## config.mk

```make
export PLATFORM = sky130hd
export DESIGN_NAME = pwmc_top
export DESIGN_NICKNAME = d
export VERILOG_FILES = /design/src/design/pwmc_pkg.sv /design/src/design/pwmc_top.sv
export VERILOG_INCLUDE_DIRS = /design/src /design/src/design
export SDC_FILE = /design/constraint.sdc
export NUM_CORES = 1
export LEC_CHECK = 0
export BUFFER_PORTS_ARGS = -buffer_cell sky130_fd_sc_hd__clkbuf_2
export CAP_MARGIN = 20
export CORE_MARGIN = 8
export CORE_UTILIZATION = 55
export CTS_CLUSTER_DIAMETER = 40
export DETAILED_ROUTE_END_ITERATION = 7
export PLACE_DENSITY = 0.79
export REMOVE_ABC_BUFFERS = 1
export SLEW_MARGIN = 20
export SYNTH_ARGS = -nofsm -noshare
export SYNTH_HDL_FRONTEND = slang
export SYNTH_SLANG_ARGS = --single-unit
```

## constraint.sdc

```tcl
create_clock -name i_clk -period 3.13 [get_ports i_clk]
set_clock_uncertainty 0.05 [all_clocks]
set_input_delay 0.939 -clock i_clk [delete_from_list [all_inputs] [get_ports i_clk]]
set_output_delay 0.939 -clock i_clk [all_outputs]
set_load 0.01 [all_outputs]
```

## src/design/pwmc_map.svh

```systemverilog
// pwmc_map.svh: offsets, field positions, reset values and keys of the PWM control block.
// assumes a byte-addressed AXI4-Lite slave with 8-bit addresses.
`ifndef PWMC_MAP_SVH
`define PWMC_MAP_SVH
`define PWMC_OFS_TBCTL   8'h00
`define PWMC_OFS_IOCTL   8'h04
`define PWMC_OFS_LEBCTL  8'h08
`define PWMC_OFS_LEBDLY  8'h0c
`define PWMC_OFS_PERIOD  8'h10
`define PWMC_OFS_ACTPER  8'h14
`define PWMC_OFS_UNLOCK  8'h18
`define PWMC_OFS_TBCNT   8'h1c
`define PWMC_TB_EN       15
`define PWMC_TB_IDLE     13
`define PWMC_TB_PEND     12
`define PWMC_TB_SPECIAL_EVENT_IRQ_ENABLE    11
`define PWMC_TB_IMM      10
`define PWMC_TB_SPOL     9
`define PWMC_TB_SOEN     8
`define PWMC_TB_SEN      7
`define PWMC_TBCTL_WMASK 16'hafff
`define PWMC_IOCTL_RST   16'hc000
`define PWMC_LEBCTL_MASK 16'hfc3f
`define PWMC_LEBDLY_MASK 16'h0fff
`define PWMC_UNLOCK_KEY1 16'haa55
`define PWMC_UNLOCK_KEY2 16'h55aa
`define PWMC_RESP_OKAY   2'b00
`define PWMC_RESP_SLVERR 2'b10
`endif

```

## src/design/pwmc_pkg.sv

```systemverilog
// pwmc_pkg: types shared by the PWM control block and its bench.
// assumes pwmc_map.svh carries all numeric constants.
package pwmc_pkg;
    typedef enum logic [1:0] {
        PM_COMPL    = 2'b00,
        PM_REDUND   = 2'b01,
        PM_PUSHPULL = 2'b10,
        PM_RSVD     = 2'b11
    } pwmc_pin_pair_mode_t;

    typedef enum logic [1:0] {
        UL_LOCKED = 2'b00,
        UL_KEY1   = 2'b01,
        UL_OPEN   = 2'b10
    } pwmc_unlock_t;

    typedef struct packed {
        logic high;
        logic low;
        logic high_oe;
        logic low_oe;
    } pwmc_pins_t;
endpackage

```

## src/design/pwmc_top.sv

```systemverilog
// pwmc_top: one PWM channel's control, pin pair logic and edge blanking, AXI4-Lite slave.
// assumes gen/event/blank-select inputs come from logic on i_clk; sync, fault and
// current-limit arrive from pins and are synchronised here.
//
// Overview of operation
// [RULE_01] module runs only while enable bit set
// [RULE_02] idle halt bit stops time base in idle
// [RULE_03] event sets pending flag; irq gated by enable
// [RULE_04] period loads now or at cycle boundary
// [RULE_05] sync polarity bit makes sync active low
// [RULE_06] sync output driven only when enabled
// [RULE_07] external sync restarts time base when enabled
// [RULE_08] software changes sync settings only when disabled
// [RULE_09] software sets period above sync period
// [RULE_10] pin pair mode selects output pairing
// [RULE_11] override bits replace generator per pin
// [RULE_12] fault and current limit force data bits
// [RULE_13] software keeps pin mode fixed once enabled
// [RULE_14] locked io control writes need unlock sequence
// [RULE_15] enabled output edges restart blanking counter
// [RULE_16] twelve-bit blanking delay, upper bits zero
// [RULE_17] state blanking on selected signal level
// [RULE_18] state blanking on each output level
// [RULE_19] blanked inputs ignored until delay expires
//
// The AXI4-Lite slave port and the placing of the registers are this design's own decisions.
`timescale 1ns/1ps
`include "pwmc_map.svh"
module pwmc_top (
    input  wire logic                 i_clk,
    input  wire logic                 i_rst_n,
    input  wire logic                 i_cpu_idle,
    input  wire logic                 i_config_write_lock,
    input  wire logic                 i_special_event,
    input  wire logic                 i_special_event_ack,
    input  wire logic                 i_gen_high,
    input  wire logic                 i_blank_select,
    input  wire logic                 i_sync_input,
    input  wire logic                 i_fault_input,
    input  wire logic                 i_current_limit_input,
    input  wire logic                 i_s_axi_awvalid,
    output wire logic                 o_s_axi_awready,
    input  wire logic [7:0]           i_s_axi_awaddr,
    input  wire logic                 i_s_axi_wvalid,
    output wire logic                 o_s_axi_wready,
    input  wire logic [31:0]          i_s_axi_wdata,
    input  wire logic [3:0]           i_s_axi_wstrb,
    output wire logic                 o_s_axi_bvalid,
    input  wire logic                 i_s_axi_bready,
    output wire logic [1:0]           o_s_axi_bresp,
    input  wire logic                 i_s_axi_arvalid,
    output wire logic                 o_s_axi_arready,
    input  wire logic [7:0]           i_s_axi_araddr,
    output wire logic                 o_s_axi_rvalid,
    input  wire logic                 i_s_axi_rready,
    output wire logic [31:0]          o_s_axi_rdata,
    output wire logic [1:0]           o_s_axi_rresp,
    output pwmc_pkg::pwmc_pins_t      o_pins,
    output wire logic                 o_sync_output,
    output wire logic                 o_special_event_irq
);
    import pwmc_pkg::*;

    logic [15:0]  tbctl_q, iocon_q, lebcon_q, lebdly_q, period_q, act_period_q, tb_cnt_q;
    logic         pend_q, load_pend_q, phase_q, sync_out_q, sync_prev_q;
    logic         sync_ff1_q, sync_ff2_q, flt_ff1_q, flt_ff2_q, cl_ff1_q, cl_ff2_q;
    logic [11:0]  leb_cnt_q;
    pwmc_unlock_t ul_q;
    pwmc_pins_t   pins_q, pins_d;
    logic         aw_hold_q, w_hold_q, bvalid_q, rvalid_q;
    logic [1:0]   bresp_q, rresp_q;
    logic [7:0]   awaddr_q;
    logic [15:0]  wdata_q;
    logic [3:0]   wstrb_q;
    logic [31:0]  rdata_q, rd_word;

    function automatic logic [15:0] merge16(input logic [15:0] old, input logic [15:0] nw,
                                            input logic [3:0] strb, input logic [15:0] msk);
        logic [15:0] r;
        r = old;
        if (strb[0]) r[7:0] = nw[7:0];
        if (strb[1]) r[15:8] = nw[15:8];
        return r & msk;
    endfunction

    function automatic logic is_mapped(input logic [7:0] a);
        return a[7:5] == 3'b000;
    endfunction

    function automatic logic [31:0] zext16(input logic [15:0] v);
        return {16'h0000, v};
    endfunction

    ////////////////////////////////////////////////////////////////////////////////////////
    // field decode
    logic       en, idle_halt, special_event_irq_enable, imm, pol, oen, ext_en;
    logic       high_pin_ownership, low_pin_ownership, high_pin_polarity, poll, ovr_h, ovr_l;
    pwmc_pin_pair_mode_t pin_pair_mode;
    assign en        = tbctl_q[`PWMC_TB_EN];
    assign idle_halt = tbctl_q[`PWMC_TB_IDLE];
    assign special_event_irq_enable     = tbctl_q[`PWMC_TB_SPECIAL_EVENT_IRQ_ENABLE];
    assign imm       = tbctl_q[`PWMC_TB_IMM];
    assign pol       = tbctl_q[`PWMC_TB_SPOL];
    assign oen       = tbctl_q[`PWMC_TB_SOEN];
    assign ext_en    = tbctl_q[`PWMC_TB_SEN];
    assign high_pin_ownership      = iocon_q[15];
    assign low_pin_ownership      = iocon_q[14];
    assign high_pin_polarity      = iocon_q[13];
    assign poll      = iocon_q[12];
    assign pin_pair_mode      = pwmc_pin_pair_mode_t'(iocon_q[11:10]);
    assign ovr_h     = iocon_q[9];
    assign ovr_l     = iocon_q[8];

    ////////////////////////////////////////////////////////////////////////////////////////
    // axi4-lite write channel: address and data taken in either order
    logic do_wr, wr_tb, wr_io, wr_lc, wr_ld, wr_per, wr_key, io_open;
    logic [15:0] per_new;
    assign o_s_axi_awready = !aw_hold_q && !bvalid_q;
    assign o_s_axi_wready  = !w_hold_q && !bvalid_q;
    assign o_s_axi_bvalid  = bvalid_q;
    assign o_s_axi_bresp   = bresp_q;
    assign do_wr  = aw_hold_q && w_hold_q && !bvalid_q;
    assign wr_tb  = do_wr && ({awaddr_q[7:2], 2'b00} == `PWMC_OFS_TBCTL);
    assign wr_io  = do_wr && ({awaddr_q[7:2], 2'b00} == `PWMC_OFS_IOCTL);
    assign wr_lc  = do_wr && ({awaddr_q[7:2], 2'b00} == `PWMC_OFS_LEBCTL);
    assign wr_ld  = do_wr && ({awaddr_q[7:2], 2'b00} == `PWMC_OFS_LEBDLY);
    assign wr_per = do_wr && ({awaddr_q[7:2], 2'b00} == `PWMC_OFS_PERIOD);
    assign wr_key = do_wr && ({awaddr_q[7:2], 2'b00} == `PWMC_OFS_UNLOCK);
    assign per_new = merge16(period_q, wdata_q, wstrb_q, 16'hffff);
    assign io_open = !i_config_write_lock || (ul_q == UL_OPEN); // [RULE_14]

    always_ff @(posedge i_clk or negedge i_rst_n) begin
        if (!i_rst_n) begin
            aw_hold_q <= 1'b0;
            w_hold_q  <= 1'b0;
            bvalid_q  <= 1'b0;
            bresp_q   <= `PWMC_RESP_OKAY;
            awaddr_q  <= 8'h00;
            wdata_q   <= 16'h0000;
            wstrb_q   <= 4'h0;
        end else begin
            if (o_s_axi_awready && i_s_axi_awvalid) begin
                aw_hold_q <= 1'b1;
                awaddr_q  <= i_s_axi_awaddr;
            end
            if (o_s_axi_wready && i_s_axi_wvalid) begin
                w_hold_q <= 1'b1;
                wdata_q  <= i_s_axi_wdata[15:0];
                wstrb_q  <= i_s_axi_wstrb;
            end
            if (do_wr) begin
                aw_hold_q <= 1'b0;
                w_hold_q  <= 1'b0;
                bvalid_q  <= 1'b1;
                bresp_q   <= is_mapped(awaddr_q) ? `PWMC_RESP_OKAY : `PWMC_RESP_SLVERR;
            end else if (bvalid_q && i_s_axi_bready) begin
                bvalid_q <= 1'b0;
            end
        end
    end

    ////////////////////////////////////////////////////////////////////////////////////////
    // axi4-lite read channel
    assign o_s_axi_arready = !rvalid_q;
    assign o_s_axi_rvalid  = rvalid_q;
    assign o_s_axi_rdata   = rdata_q;
    assign o_s_axi_rresp   = rresp_q;

    always_comb begin
        case ({i_s_axi_araddr[7:2], 2'b00})
            `PWMC_OFS_TBCTL:  rd_word = zext16({tbctl_q[15:13], pend_q, tbctl_q[11:0]});
            `PWMC_OFS_IOCTL:  rd_word = zext16(iocon_q);
            `PWMC_OFS_LEBCTL: rd_word = zext16(lebcon_q);
            `PWMC_OFS_LEBDLY: rd_word = zext16(lebdly_q);
            `PWMC_OFS_PERIOD: rd_word = zext16(period_q);
            `PWMC_OFS_ACTPER: rd_word = zext16(act_period_q);
            `PWMC_OFS_UNLOCK: rd_word = zext16({14'h0000, ul_q});
            `PWMC_OFS_TBCNT:  rd_word = zext16(tb_cnt_q);
            default:          rd_word = 32'h0000_0000;
        endcase
    end

    always_ff @(posedge i_clk or negedge i_rst_n) begin
        if (!i_rst_n) begin
            rvalid_q <= 1'b0;
            rdata_q  <= 32'h0000_0000;
            rresp_q  <= `PWMC_RESP_OKAY;
        end else if (o_s_axi_arready && i_s_axi_arvalid) begin
            rvalid_q <= 1'b1;
            rdata_q  <= rd_word;
            rresp_q  <= is_mapped(i_s_axi_araddr) ? `PWMC_RESP_OKAY : `PWMC_RESP_SLVERR;
        end else if (rvalid_q && i_s_axi_rready) begin
            rvalid_q <= 1'b0;
        end
    end

    ////////////////////////////////////////////////////////////////////////////////////////
    // configuration registers; pending flag bit is hardware owned and not writable
    always_ff @(posedge i_clk or negedge i_rst_n) begin
        if (!i_rst_n) begin
            tbctl_q  <= 16'h0000;
            iocon_q  <= `PWMC_IOCTL_RST;
            lebcon_q <= 16'h0000;
            lebdly_q <= 16'h0000;
            period_q <= 16'h0000;
        end else begin
            if (wr_tb) tbctl_q <= merge16(tbctl_q, wdata_q, wstrb_q, `PWMC_TBCTL_WMASK);
            if (wr_io && io_open) iocon_q <= merge16(iocon_q, wdata_q, wstrb_q, 16'hffff); // [RULE_14]
            if (wr_lc) lebcon_q <= merge16(lebcon_q, wdata_q, wstrb_q, `PWMC_LEBCTL_MASK);
            if (wr_ld) lebdly_q <= merge16(lebdly_q, wdata_q, wstrb_q, `PWMC_LEBDLY_MASK); // [RULE_16]
            if (wr_per) period_q <= per_new;
        end
    end

    // unlock opens exactly one io control write; a wrong key falls back to locked
    always_ff @(posedge i_clk or negedge i_rst_n) begin
        if (!i_rst_n) begin
            ul_q <= UL_LOCKED;
        end else begin
            case (ul_q)
                UL_LOCKED: if (wr_key && wdata_q == `PWMC_UNLOCK_KEY1) ul_q <= UL_KEY1; // [RULE_14]
                UL_KEY1:   if (do_wr) ul_q <= (wr_key && wdata_q == `PWMC_UNLOCK_KEY2) ?
                                              UL_OPEN : UL_LOCKED;
                UL_OPEN:   if (wr_io) ul_q <= UL_LOCKED;
                default:   ul_q <= UL_LOCKED;
            endcase
        end
    end

    ////////////////////////////////////////////////////////////////////////////////////////
    // pin synchronisers
    always_ff @(posedge i_clk or negedge i_rst_n) begin
        if (!i_rst_n) begin
            sync_ff1_q <= 1'b0;
            sync_ff2_q <= 1'b0;
            flt_ff1_q  <= 1'b0;
            flt_ff2_q  <= 1'b0;
            cl_ff1_q   <= 1'b0;
            cl_ff2_q   <= 1'b0;
        end else begin
            sync_ff1_q <= i_sync_input;
            sync_ff2_q <= sync_ff1_q;
            flt_ff1_q  <= i_fault_input;
            flt_ff2_q  <= flt_ff1_q;
            cl_ff1_q   <= i_current_limit_input;
            cl_ff2_q   <= cl_ff1_q;
        end
    end

    ////////////////////////////////////////////////////////////////////////////////////////
    // time base, external sync and period update
    logic run, sync_act, sync_edge, ext_rst, boundary;
    assign run       = en && !(idle_halt && i_cpu_idle);                  // [RULE_01] [RULE_02]
    assign sync_act  = sync_ff2_q ^ pol;                                  // [RULE_05]
    assign sync_edge = sync_act && !sync_prev_q;
    assign ext_rst   = run && ext_en && sync_edge;                        // [RULE_07]
    assign boundary  = run && (ext_rst || tb_cnt_q >= act_period_q);

    always_ff @(posedge i_clk or negedge i_rst_n) begin
        if (!i_rst_n) begin
            tb_cnt_q    <= 16'h0000;
            phase_q     <= 1'b0;
            sync_prev_q <= 1'b0;
        end else begin
            sync_prev_q <= sync_act;
            if (!en) begin
                tb_cnt_q <= 16'h0000;
                phase_q  <= 1'b0;
            end else if (boundary) begin
                tb_cnt_q <= 16'h0000;
                phase_q  <= !phase_q;
            end else if (run) begin
                tb_cnt_q <= tb_cnt_q + 16'h0001;
            end
        end
    end

    always_ff @(posedge i_clk or negedge i_rst_n) begin
        if (!i_rst_n) begin
            act_period_q <= 16'h0000;
            load_pend_q  <= 1'b0;
        end else if (wr_per && imm) begin
            act_period_q <= per_new;                                      // [RULE_04]
            load_pend_q  <= 1'b0;
        end else if (wr_per) begin
            load_pend_q <= 1'b1;
        end else if (boundary && load_pend_q) begin
            act_period_q <= period_q;                                     // [RULE_04]
            load_pend_q  <= 1'b0;
        end
    end

    // sync out carries an inverted idle level when polarity is active low
    always_ff @(posedge i_clk or negedge i_rst_n) begin
        if (!i_rst_n) begin
            sync_out_q <= 1'b0;
        end else begin
            sync_out_q <= oen ? (boundary ^ pol) : 1'b0;                  // [RULE_05] [RULE_06]
        end
    end
    assign o_sync_output = sync_out_q;

    // an event arriving with the acknowledge still sets the flag
    always_ff @(posedge i_clk or negedge i_rst_n) begin
        if (!i_rst_n) begin
            pend_q <= 1'b0;
        end else begin
            pend_q <= i_special_event || (pend_q && !i_special_event_ack);  // [RULE_03]
        end
    end
    assign o_special_event_irq = pend_q && special_event_irq_enable;                         // [RULE_03]

    ////////////////////////////////////////////////////////////////////////////////////////
    // blanking and fault qualification
    logic leb_busy, st_blank, flt_act, cl_act, leb_trig;
    assign leb_busy = leb_cnt_q != 12'h000;
    assign st_blank = (lebcon_q[5] && i_blank_select) || (lebcon_q[4] && !i_blank_select) // [RULE_17]
                   || (lebcon_q[3] && pins_q.high) || (lebcon_q[2] && !pins_q.high)     // [RULE_18]
                   || (lebcon_q[1] && pins_q.low) || (lebcon_q[0] && !pins_q.low);
    assign flt_act  = flt_ff2_q && !st_blank && !(lebcon_q[11] && leb_busy);    // [RULE_19]
    assign cl_act   = cl_ff2_q && !st_blank && !(lebcon_q[10] && leb_busy);     // [RULE_19]
    assign leb_trig = (lebcon_q[15] && pins_d.high && !pins_q.high)             // [RULE_15]
                   || (lebcon_q[14] && !pins_d.high && pins_q.high)
                   || (lebcon_q[13] && pins_d.low && !pins_q.low)
                   || (lebcon_q[12] && !pins_d.low && pins_q.low);

    always_ff @(posedge i_clk or negedge i_rst_n) begin
        if (!i_rst_n) begin
            leb_cnt_q <= 12'h000;
        end else if (leb_trig) begin
            leb_cnt_q <= lebdly_q[11:0];                                  // [RULE_15] [RULE_16]
        end else if (leb_busy) begin
            leb_cnt_q <= leb_cnt_q - 12'h001;
        end
    end

    ////////////////////////////////////////////////////////////////////////////////////////
    // pin pair output: fault over current limit over override over generator
    logic h, l;
    always_comb begin
        case (pin_pair_mode)                                                       // [RULE_10]
            PM_COMPL:    begin h = i_gen_high; l = !i_gen_high; end
            PM_REDUND:   begin h = i_gen_high; l = i_gen_high; end
            PM_PUSHPULL: begin h = i_gen_high && !phase_q; l = i_gen_high && phase_q; end
            default:     begin h = 1'b0; l = 1'b0; end
        endcase
        if (ovr_h) h = iocon_q[7];                                        // [RULE_11]
        if (ovr_l) l = iocon_q[6];                                        // [RULE_11]
        if (cl_act) begin
            h = iocon_q[3];                                               // [RULE_12]
            l = iocon_q[2];
        end
        if (flt_act) begin
            h = iocon_q[5];                                               // [RULE_12]
            l = iocon_q[4];
        end
        if (!en) begin
            h = 1'b0;
            l = 1'b0;
        end
        pins_d.high    = h ^ high_pin_polarity;
        pins_d.low     = l ^ poll;
        pins_d.high_oe = en && high_pin_ownership;                                      // [RULE_01]
        pins_d.low_oe  = en && low_pin_ownership;
    end

    always_ff @(posedge i_clk or negedge i_rst_n) begin
        if (!i_rst_n) begin
            pins_q <= '0;
        end else begin
            pins_q <= pins_d;
        end
    end
    assign o_pins = pins_q;
endmodule

```

Yosys cells after proc, flatten, opt, wreduce, memory -nomap -nowiden
Index checks and enable logic that the tools add are counted.
{"block": "op_classes", "n_addsub": 2, "mul": 0, "div": 0, "order_cmp": 1, "eq_ne": 24, "shifts": 0, "muxes": 42, "n_bitwise": 4, "reduce_logical": 106}
{"cell": "16-bit case mux with 8 select lines", "n": 1}
{"cell": "16-bit two-way mux", "n": 6}
{"cell": "1-bit logical AND", "n": 52}
{"cell": "6-bit by 3-bit == test with 1-bit output (second input constant)", "n": 6}
{"cell": "6-bit by 2-bit == test with 1-bit output (second input constant)", "n": 4}
{"cell": "12-bit two-way mux", "n": 2}
{"cell": "1-bit two-way mux", "n": 22}
{"cell": "1-bit zero test", "n": 18}
{"cell": "2-bit AND reduction", "n": 9}
{"cell": "16-bit by 1-bit adder with 16-bit output (second input constant)", "n": 1}
{"cell": "16-bit by 15-bit == test with 1-bit output (second input constant)", "n": 1}
{"cell": "16-bit == test (second input constant)", "n": 1}
{"cell": "16-bit greater-or-equal comparator", "n": 1}
{"cell": "8-bit two-way mux", "n": 2}
{"cell": "6-bit by 1-bit == test with 1-bit output (second input constant)", "n": 2}
{"cell": "6-bit zero test", "n": 2}
{"cell": "2-bit two-way mux", "n": 6}
{"cell": "12-bit nonzero test", "n": 1}
{"cell": "2-bit nonzero test", "n": 6}
{"cell": "12-bit by 1-bit subtractor with 12-bit output (second input constant)", "n": 1}
{"cell": "1-bit logical OR", "n": 11}
{"cell": "3-bit zero test", "n": 2}
{"cell": "2-bit != test (second input constant)", "n": 3}
{"cell": "2-bit case mux with 3 select lines", "n": 1}
{"cell": "other kinds (11)", "n": 18}
{"block": "totals", "regBits": 197, "latch_bits": 0, "ram_bits": 0, "mem_bits_ro": 0, "in_bits": 68, "output_inout_bits": 47, "n_memories": 0}

Depth between registers and ports, before layout
Gate-level depths: netlist of the first run.
{"block": "logic_depth", "depth_word": 21, "depth_mapped": 10}

Worst setup path after synthesis of the first run
No wires, ideal clock.
{"block": "synth_timing", "path_kind": "register to register", "from": "reg leb_cnt_q[0]", "to": "reg leb_cnt_q[10]", "setup_time_ps": 125, "t_arrival_ps": 2617, "required_ps": 2955, "slack_ps": 338, "stages_incl_launch_ff": 11, "path_buffers": 1, "synth_period_minus_slack_ps": 2792, "path_cell_list": "dfrtp_1 -> inv_1 -> ha_1 -> or3b_2 -> o31a_1 -> o211a_1 -> nor3_1 -> o221ai_1 -> a2bb2oi_2 -> buf_6 -> mux2_4"}
{"block": "synth_via", "elab_chain_cells": 15, "elab_cells_between_ends": 32}
{"item": "from (decl)", "line": "pwmc_top.sv:67", "text": "logic [11:0] leb_cnt_q;"}
{"item": "from (signal assigned)", "line": "pwmc_top.sv:331", "text": "leb_cnt_q <= lebdly_q[11:0];"}
{"item": "from (signal assigned)", "line": "pwmc_top.sv:333", "text": "leb_cnt_q <= leb_cnt_q - 12'h001;"}
{"item": "12-bit nonzero test", "line": "pwmc_top.sv:316", "text": "assign leb_busy = leb_cnt_q != 12'h000;"}
{"item": "1-bit logical AND", "line": "pwmc_top.sv:321", "text": "assign cl_act = cl_ff2_q && !st_blank && !(lebcon_q[10] && leb_busy);"}
{"item": "1-bit zero test", "line": "pwmc_top.sv:321"}
{"item": "1-bit logical AND", "line": "pwmc_top.sv:321"}
{"item": "1-bit two-way mux", "line": "pwmc_top.sv:349", "text": "if (cl_act) begin"}
{"item": "1-bit two-way mux", "line": "pwmc_top.sv:353", "text": "if (flt_act) begin"}
{"item": "1-bit two-way mux", "line": "pwmc_top.sv:357", "text": "if (!en) begin"}
{"item": "1-bit XOR", "line": "pwmc_top.sv:361", "text": "pins_d.high = h ^ high_pin_polarity;"}
{"item": "1-bit zero test", "line": "pwmc_top.sv:323", "text": "|| (lebcon_q[14] && !pins_d.high && pins_q.high)"}
{"item": "1-bit logical AND (2 in a row)", "line": "pwmc_top.sv:323"}
{"item": "1-bit logical OR", "line": "pwmc_top.sv:323"}
{"item": "1-bit logical OR", "line": "pwmc_top.sv:324", "text": "|| (lebcon_q[13] && pins_d.low && !pins_q.low)"}
{"item": "1-bit logical OR", "line": "pwmc_top.sv:325", "text": "|| (lebcon_q[12] && !pins_d.low && pins_q.low);"}
{"item": "12-bit two-way mux / 2-bit nonzero test (equally long branches)"}
Parallel ways exist; a longest one is shown, timed or not. The select of a mux whose other input is x is not followed.
A chain may end at the register's enable or synchronous reset.

Final worst setup path of the first run
{"block": "layout_timing", "from": "reg leb_cnt_q[8]", "to": "reg leb_cnt_q[1]"}
{"block": "layout_via", "elab_chain_cells": 15, "elab_cells_between_ends": 30}
{"item": "12-bit nonzero test (*)", "line": "pwmc_top.sv:316"}
{"item": "1-bit logical AND", "line": "pwmc_top.sv:321"}
{"item": "1-bit zero test", "line": "pwmc_top.sv:321"}
{"item": "1-bit logical AND", "line": "pwmc_top.sv:321"}
{"item": "1-bit two-way mux", "line": "pwmc_top.sv:349"}
{"item": "1-bit two-way mux", "line": "pwmc_top.sv:353"}
{"item": "1-bit two-way mux", "line": "pwmc_top.sv:357"}
{"item": "1-bit XOR", "line": "pwmc_top.sv:361"}
{"item": "1-bit zero test", "line": "pwmc_top.sv:323"}
{"item": "1-bit logical AND (2 in a row)", "line": "pwmc_top.sv:323"}
{"item": "1-bit logical OR", "line": "pwmc_top.sv:323"}
{"item": "1-bit logical OR", "line": "pwmc_top.sv:324"}
{"item": "1-bit logical OR", "line": "pwmc_top.sv:325"}
{"item": "12-bit two-way mux / 2-bit nonzero test (equally long branches)"}
Every way passes the cells marked *; elsewhere a longest branch is shown, timed or not.

==> results of run 1 <==
-- where the power goes --
part	internal (mW)	leakage, nW	switching, mW
Combinational	1.25	2.50	1.06
Clock	1.17	0.270	0.907
Sequential	2.90	2.28	0.837
Total	5.32	5.05	2.80
-- cell type report --
| type | count | area, µm² |
|---|---|---|
| clock inverter | 13 | 136.4 |
| fill | 1242 | 5530 |
| clock buffer | 19 | 432.9 |
| tap | 216 | 270.3 |
| multi-input combinational | 561 | 4212 |
| antenna | 1 | 2.502 |
| sequential | 177 | 4432 |
| inverter | 28 | 105.1 |
| timing repair buffer | 119 | 764.5 |
-- flip-flops by register name (all words and copies together), names as in the netlist, 2 cells and up --
signal,flops
ul_q,2
act_period_q,16
period_q,16
leb_cnt_q,12
o_s_axi_rdata,16
iocon_q,16
wstrb_q,2
lebcon_q,12
awaddr_q,6
tbctl_q,14
lebdly_q,12
o_pins,4
wdata_q,16
tb_cnt_q,16
-- worst max-delay path, delay by kind of cell, from the launching register on --
family,cells,cell delay [ns]
buffers and inverters,1,0.19
DFF,1,0.44
muxes,1,0.34
AOI/OAI and AO/OA,4,1.10
and+or+nand+nor,2,0.75
-- logic make-up (layout without fill, tap and decap cells) --
group	count (synthesis)	count (layout)
AO/OA/AOI/OAI	139	139
XOR/XNOR	21	21
adder cells (fa/ha/maj)	19	19
buffers and inverters	73	179
flip-flops	177	177
multiplexers	152	152
other	1	19
AND/OR/NAND/NOR	212	212
-- Yosys cell counts, drive strengths merged, types with 7 or more instances --
library cell,count
xor2,10
mux2i,40
mux2,111
xnor2,11
nand2,64
ha,19
a22oi,20
clkbuf,24
a21oi,23
nand2b,10
o21ai,41
a221oi,13
nor2b,7
nor3,15
nor2,49
a31oi,9
buf,21
nand3,19
inv,28
dfrtp,175
-- final timing paths --
path | startpoint | to | slack, ns | cells after the start
setup / recovery | leb_cnt_q[8] | leb_cnt_q[1] | 0.16 | 8
hold / removal | sync_ff1_q | sync_ff2_q | 0.30 | 0
setup reg to reg | leb_cnt_q[8] | leb_cnt_q[1] | 0.16 | 8
hold reg to reg | sync_ff1_q | sync_ff2_q | 0.30 | 0
max in group asynchronous | i_rst_n | wdata_q[1] | 1.89 | 2
min in group asynchronous | i_rst_n | tb_cnt_q[11] | 0.43 | 1
-- per-layer routing --
layer	share of wire	routed length (µm)	vias up	track usage
li1	-	-	3058	-
met2	0.47	10990	287	0.3772
met5	0	0	-	0
met1	0.42	9628	3267	0.3044
met3	0.082	1894	52	0.05707
met4	0.029	676	0	0.09795
-- metrics by stage --
step	power (mW)	area [µm²]	setup TNS (ns)
6_report	8.123	10350	0
5_1_grt	8.525	10350	0
4_1_cts	8.116	10340	0
3_5_place_dp	6.022	9776	0
3_3_place_gp	5.908	9776	0
2_1_floorplan	5.063	8741	-2.157
==> flow_summary.toml, run 1 <==
[status]
status = "completed"

[yosys]
synth_area_per_cell_um2 = 11.24
synth_flop_cell = "dfrtp_1"
async_flop_share = 1.000
synth_top_family_by_area = "multiplexers"
synth.distinct_cells = 67
synth-adder-area-share = 0.02664
ys_seq_area_frac = 0.4967
yosysTopAreaCell = "dfrtp_1"
synth_area_leaders = "dfrtp_1 (49%), mux2_2 (13%), mux2i_1 (4.5%)"
syn_area_mm2 = 0.008922
synth-xor-area-share = 0.02061
synth-edff-count = 0
synth-compound-area-share = 0.1052
synth_seq_cells = 177
synthCells = 794
yosys_warnings = 0
yosys.area_share.simple = 0.1195
synthMuxAreaShare = 0.1917
synth_top_area_frac = 0.4908

[worst_setup_path]
worstPathRequired_ns = 3.40
path_class = "reg2reg"
slowest_delay_ns = 0.57
endpoint_kind = "flip-flop"
setup.worst_path.start_class = "flip-flop"
cp.arrival_ns = 3.25
slowest_stage = "or4_1"
path_cells = "or4_1, o31a_1, o211a_1, nor3_1, o221ai_1, a2bb2oi_2, buf_12, mux2_2"
path_max_fanout = 12

[power]
irDropWorstVdd_v = 0.0005758
pwr_density_cell_mw_per_mm2 = 784.5
power_leakage_nw = 5.051

[placed_design]
dp_hpwl_um = 17140
preCtsSetupSlack_ns = 0.006464
placed_cells = 1101
numPortBuffers = 74
place_congestion = 0.8932

[timing]
setup_viol = 0
max_freq_mhz = 336.2
period_share = 0.9502
holdWs_ns = 0.3001
fin_crit_ns = 2.974
hold_viol_final = 0
tightestPinTransition_ns = 0.9309
setup_slack_ns = 0.1558
rsz0062_at_grt = "false"
relSlewSlack = 0.3773
maxSlewViolCount = 0

[die]
io_pins = 115
start_util = 0.5617
die_h_um = 143.4
core_mm2 = 0.01589
num_rows = 46
dieArea_mm2 = 0.02055
dieWidth_um = 143.4

[clock_network]
cts_resized = 0
path_clk_slew_ns = 0.07
cts.sinks = 177
post_cts_buffers = 0
htree_levels = 4
hold_buffers = 0
clock_latency_ns = 0.44
cts_root_buf = "clkbuf_16"
clk_path_buf_depth = 2
numCtsBuffers = 17
cts_tree = "yes"

[drt]
finalWirelength_um = 23190
vias = 6664
antenna_left = 0
drt_iter0_markers = 641
via_per_inst = 5.877
post_drt_wl_per_cell_um = 20.45
drc = 0
first_pass_iters = 6

[job]
max_cap_violations = 0

[global_routing]
grt_pass1_wl_um = 36890
antenna_found_initial = 1
grt_max_degree = 62
grt-ovfl-total = 0
grt_usage = 0.2367
grt_pass1_vias = 6792

[final_layout]
final_cell_mix = "dfrtp_1 (175), mux2_2 (100), clkbuf_2 (73)"
drive_above_1_share = 0.2955
layout_commonest_cell = "dfrtp_1"
fin_nets = 991
fin_util = 0.6519
final_cells = 1134
area_growth_pct = 16.06

[hold_path]
hp-class = "reg2reg"
(Power assumes the default switching activity.)
==> run 2, diff against run 1 <==
- clock period: 3.13 -> 3.5 ns (I/O delays scaled with it)
==> flow_summary.toml, run 2 (same netlist as run 1, synthesis figures left out) <==
[power]
switchingPower_mw = 2.472
irDropWorstVdd_v = 0.0005302
power_leakage_nw = 4.919
power.share.clock = 0.263
p_int_mw = 4.760
pwr_density_cell_mw_per_mm2 = 710.6
p_total_mw = 7.232
switching_share = 0.3418
p_seq_frac = 0.465
p_comb_frac = 0.271

[worst_setup_path]
path_cells = "inv_1, ha_1, nand2b_1, a21o_1, a21oi_1, o2111ai_1, a21oi_1, o21ai_0, buf_4, nor2_1"
path_max_fanout = 7
worstPathRequired_ns = 3.81
r2r_start = "tb_cnt_q[0]"
r2r_setup_slack_ns = 0.34
setup.worst_path.start_class = "flip-flop"
regToRegEndpoint = "tb_cnt_q[5]"
path_buf_inv = 2
r2r_cells = 10
slowest_delay_ns = 0.49
path_common_cell = "a21oi_1"
slowest_stage = "dfrtp_1"
cp_top_family = "compound AO/OA/AOI/OAI gates"
endpoint_kind = "flip-flop"
path_class = "reg2reg"
cp.arrival_ns = 3.48

[drt]
post_drt_wl_per_cell_um = 20.37
via_per_inst = 5.947
drt_iter0_markers = 578
finalWirelength_um = 22610
drc = 0
antenna_left = 0
vias = 6601
first_pass_iters = 5

[placed_design]
placedInstanceArea_mm2 = 0.009583
place_congestion = 0.8687
placed_cells = 1077
preCtsSetupSlack_ns = 0.1591
dp_hpwl_um = 16480
numPortBuffers = 74

[timing]
setup_viol = 0
period_share = 0.9033
setup_slack_ns = 0.3386
relSlewSlack = 0.4329
max_freq_mhz = 316.3
fin_crit_ns = 3.161
hold_viol_final = 0
maxSlewViolCount = 0
tightestPinTransition_ns = 0.8418
timing.setup.tns_ns = 0
rsz0062_at_grt = "false"

[die]
die_h_um = 143.4
io_pins = 115
start_util = 0.5617
dieArea_mm2 = 0.02055
dieWidth_um = 143.4
num_rows = 46
core_mm2 = 0.01589

[clock_network]
cts_tree = "yes"
htree_levels = 4
hold_buffers = 0
clk_path_buf_depth = 2
path_clk_slew_ns = 0.07
cts_resized = 0
clock_latency_ns = 0.44
post_cts_buffers = 0
cts.sinks = 177
cts_root_buf = "clkbuf_16"
numCtsBuffers = 17

[global_routing]
grt_pass1_wl_um = 35880
grt_usage = 0.2303
grt-ovfl-total = 0
antenna_found_initial = 1
grt_max_degree = 59
grt_pass1_vias = 6599

[hold_path]
min_path_cells = 0
min_to = "cl_ff2_q"
hp-start = "cl_ff1_q"
hp-class = "reg2reg"

[final_layout]
fin_nets = 967
layout_commonest_cell = "dfrtp_1"
seqCellArea_mm2 = 0.004432
area_growth_pct = 14.07
final_area_mm2 = 0.01018
drive_above_1_share = 0.2755
fillers = 1222
final_cell_mix = "dfrtp_1 (175), mux2_2 (100), clkbuf_2 (73)"
final_cells = 1110
multi_input_area_mm2 = 0.004204

[status]
status = "completed"

[job]
max_cap_violations = 0
==> run 2: cell count changes in the layout (fill, tap and decap cells not counted), moves of 2 or more <==
cell and delta:
buf_4 -23, clkinv_2 -3, inv_6 -2, clkinvlp_4 +3, clkbuf_8 +2
==> run 2: routing by layer <==
| layer | up-vias | routed length, µm | track usage |
|---|---|---|---|
| li1 | 3022 | - | - |
| met1 | 3245 | 9599 | 0.3052 |
| met2 | 283 | 10400 | 0.3518 |
| met3 | 51 | 1804 | 0.04844 |
| met4 | 0 | 807 | 0.1173 |
| met5 | - | 0 | 0 |
==> run 2: how the worst max path moves through the flow <==
stage,cells past startpoint,slack [ns],end,startpoint
after global routing,10,0.16,tb_cnt_q[7],tb_cnt_q[0]
after detailed placement,8,0.16,o_s_axi_rdata[1],i_s_axi_araddr[5]
after CTS,8,0.36,tb_cnt_q[5],tb_cnt_q[10]
final,10,0.34,tb_cnt_q[5],tb_cnt_q[0]
after global placement,8,0.22,o_s_axi_rdata[1],i_s_axi_araddr[5]
after floorplan,8,0.14,leb_cnt_q[1],leb_cnt_q[0]
==> run 2: power groups by stage <==
stage	Combinational (mW)	Sequential (mW)	Clock, mW
floorplan	1.47	3.06	0
global placement	1.89	3.34	0
detailed placement	1.95	3.37	0
CTS	1.97	3.33	1.92
global route	2.15	3.43	2.00
finish	1.96	3.37	1.90
==> run 2: stage by stage <==
stage,hold slack [ns],util
floorplan,0.2812,-
global placement,0.2849,0.6033
detailed placement,0.2847,0.6033
CTS,0.3015,0.6405
global route,0.3100,0.6407
finish,0.2980,0.6407
==> run 2: area by class of cell <==
class	count	share of cell area
diodes	1	0.0002459
clock buffers	20	0.04487
clock inverters	12	0.01328
inverters	28	0.01033
multi-input cells	561	0.4131
flip-flops and latches	177	0.4355
well taps	216	0.02656
repair buffers	95	0.05618
==> run 3, diff against run 2 <==
- ABC_AREA: default -> 1
==> flow_summary.toml, run 3 <==
[status]
status = "completed"

[global_routing]
grt_max_degree = 69
antenna_found_initial = 2
grt_usage = 0.2402
grt-ovfl-total = 0
grt_pass1_vias = 7322
grt_pass1_wl_um = 38090

[timing]
hold_viol_final = 0
fin_crit_ns = 2.629
maxSlewViolCount = 0
period_share = 0.7510
max_freq_mhz = 380.4
setup_viol = 0
setup_slack_ns = 0.8714
rsz0062_at_grt = "false"
relSlewSlack = 0.5098
timing.setup.tns_ns = 0
tightestPinTransition_ns = 0.7353

[worst_setup_path]
worstPathRequired_ns = 3.79
endpoint_kind = "flip-flop"
cp.arrival_ns = 2.92
cp_top_family = "simple AND/OR/NAND/NOR gates"
path_cells = "clkbuf_2, nor2_1, nand2_1, nor2_1, nand2_1, inv_1, nand2_1, o2111ai_1, a221oi_1, o21ai_0"
path_common_cell = "nand2_1"
path_max_fanout = 12
path_class = "in2reg"
path_buf_inv = 2
setup.worst_path.start_class = "primary input"
slowest_delay_ns = 0.46
slowest_stage = "inv_1"

[drt]
antenna_left = 0
finalWirelength_um = 23660
drc = 0
first_pass_iters = 5
via_per_inst = 5.587
vias = 7676
drt_iter0_markers = 630
post_drt_wl_per_cell_um = 17.22

[die]
io_pins = 115
core_mm2 = 0.01589
num_rows = 46
die_h_um = 143.6
start_util = 0.5640
dieWidth_um = 143.6
dieArea_mm2 = 0.02063

[power]
switching_share = 0.3675
p_seq_frac = 0.440
power_leakage_nw = 4.844
pwr_density_cell_mw_per_mm2 = 664.3
p_int_mw = 4.225
power.share.clock = 0.283
switchingPower_mw = 2.455
p_comb_frac = 0.277
irDropWorstVdd_v = 0.0005907

[final_layout]
seqCellArea_mm2 = 0.004432
fin_nets = 1232
n_antenna_cell = 0
layout_commonest_cell = "nand2_1"
final_cell_mix = "nand2_1 (255), dfrtp_1 (175), o21ai_0 (118)"
fillers = 1393
drive_above_1_share = 0.1416
multi_input_area_mm2 = 0.003854
area_growth_pct = 12.23
final_cells = 1374
fin_util = 0.6330

[clock_network]
cts_resized = 0
numCtsBuffers = 17
clock_latency_ns = 0.43
cts_root_buf = "clkbuf_16"
post_cts_buffers = 0
cts.sinks = 177
htree_levels = 4
hold_buffers = 0
cts_tree = "yes"
clk_path_buf_depth = 2
path_clk_slew_ns = 0.06

[yosys]
synth.distinct_cells = 45
synth_common_cells = "nand2_1 (255), dfrtp_1 (175), o21ai_0 (118)"
synth_area_per_cell_um2 = 8.310
synth_most_common_cell = "nand2_1"
synth_area_leaders = "dfrtp_1 (49%), nand2_1 (11%), o21ai_0 (6.6%)"
synth-edff-count = 0
async_flop_share = 1.000
ys_seq_area_frac = 0.4947
synth_flop_cell = "dfrtp_1"
synth_top_area_frac = 0.4888
yosysTopAreaCell = "dfrtp_1"
synth_seq_cells = 177
synthCells = 1078
yosys_warnings = 0
syn_area_mm2 = 0.008959

[hold_path]
hp-class = "reg2reg"

[placed_design]
numPortBuffers = 74
placed_cells = 1342
dp_hpwl_um = 17560
preCtsSetupSlack_ns = 0.5159
place_congestion = 0.9075

[job]
max_cap_violations = 0
run 3: changes by cell type in the layout (fill, tap and decap cells not counted), sizes merged, moves of 26 or more:
cell	previous run	this run
nand2	64	273
mux2	111	5
inv	28	118
o21ai	41	129
mux2i	40	0
nor2	49	88
a21oi	23	51
nand3	19	45
run 3: path summary, 6_finish.rpt:
| check | from | end | slack, ns | depth (start not counted) |
|---|---|---|---|---|
| hold reg to reg | cl_ff1_q | cl_ff2_q | 0.30 | 0 |
| hold / removal | cl_ff1_q | cl_ff2_q | 0.30 | 0 |
| setup reg to reg | o_s_axi_bvalid | act_period_q[5] | 0.91 | 8 |
| setup / recovery | i_s_axi_araddr[7] | o_s_axi_rdata[6] | 0.87 | 10 |
| min in group asynchronous | i_rst_n | wdata_q[15] | 0.56 | 1 |
| max in group asynchronous | i_rst_n | iocon_q[14] | 2.02 | 2 |
run 3: metal layers:
layer,vias up,track usage,share of wire,wire [µm]
met1,3596,0.3251,0.43,10250
li1,3672,-,-,-
met5,-,0,0.0010,24
met3,53,0.06536,0.093,2212
met2,351,0.3563,0.44,10490
met4,4,0.1029,0.029,692
run 3: cells by family (layout without fill, tap and decap cells):
group                      after synthesis  after routing  synth area share
other                                    1             18         0.0004186
AOI/OAI and AO/OA                      236            236            0.1527
muxes                                    5              5          0.006284
adders and majority gates               19             19           0.02654
and+or+nand+nor                        447            447            0.2156
DFF                                    177            177            0.4947
buffers and inverters                  172            235           0.08324
xor gates and xnor gates                21             21           0.02053
run 3: per-stage QoR:
step	hold slack, ns	power [mW]	cell area [µm²]
floorplan	0.2812	4.155	8716
global placement	0.2847	4.709	9474
detailed placement	0.2847	4.793	9474
CTS	0.2989	6.680	10050
global route	0.3048	7.081	10050
finish	0.2975	6.680	10050
run 3: power by group through the flow:
stage                     registers [mW]  clock network (mW)  logic (mW)
after detailed placement            2.96                   0        1.84
after floorplan                     2.84                   0        1.32
after global routing                2.99                1.99        2.10
final                               2.94                1.89        1.85
after global placement              2.94                   0        1.77
after CTS                           2.93                1.90        1.85
run 3: layout make-up:
type	instances	share of cell area
Sequential cell	177	0.4408
Tap cell	216	0.02688
Timing Repair Buffer	86	0.04766
Multi-Input combinational cell	746	0.3833
Clock buffer	21	0.04480
Inverter	117	0.04368
Clock inverter	11	0.01294
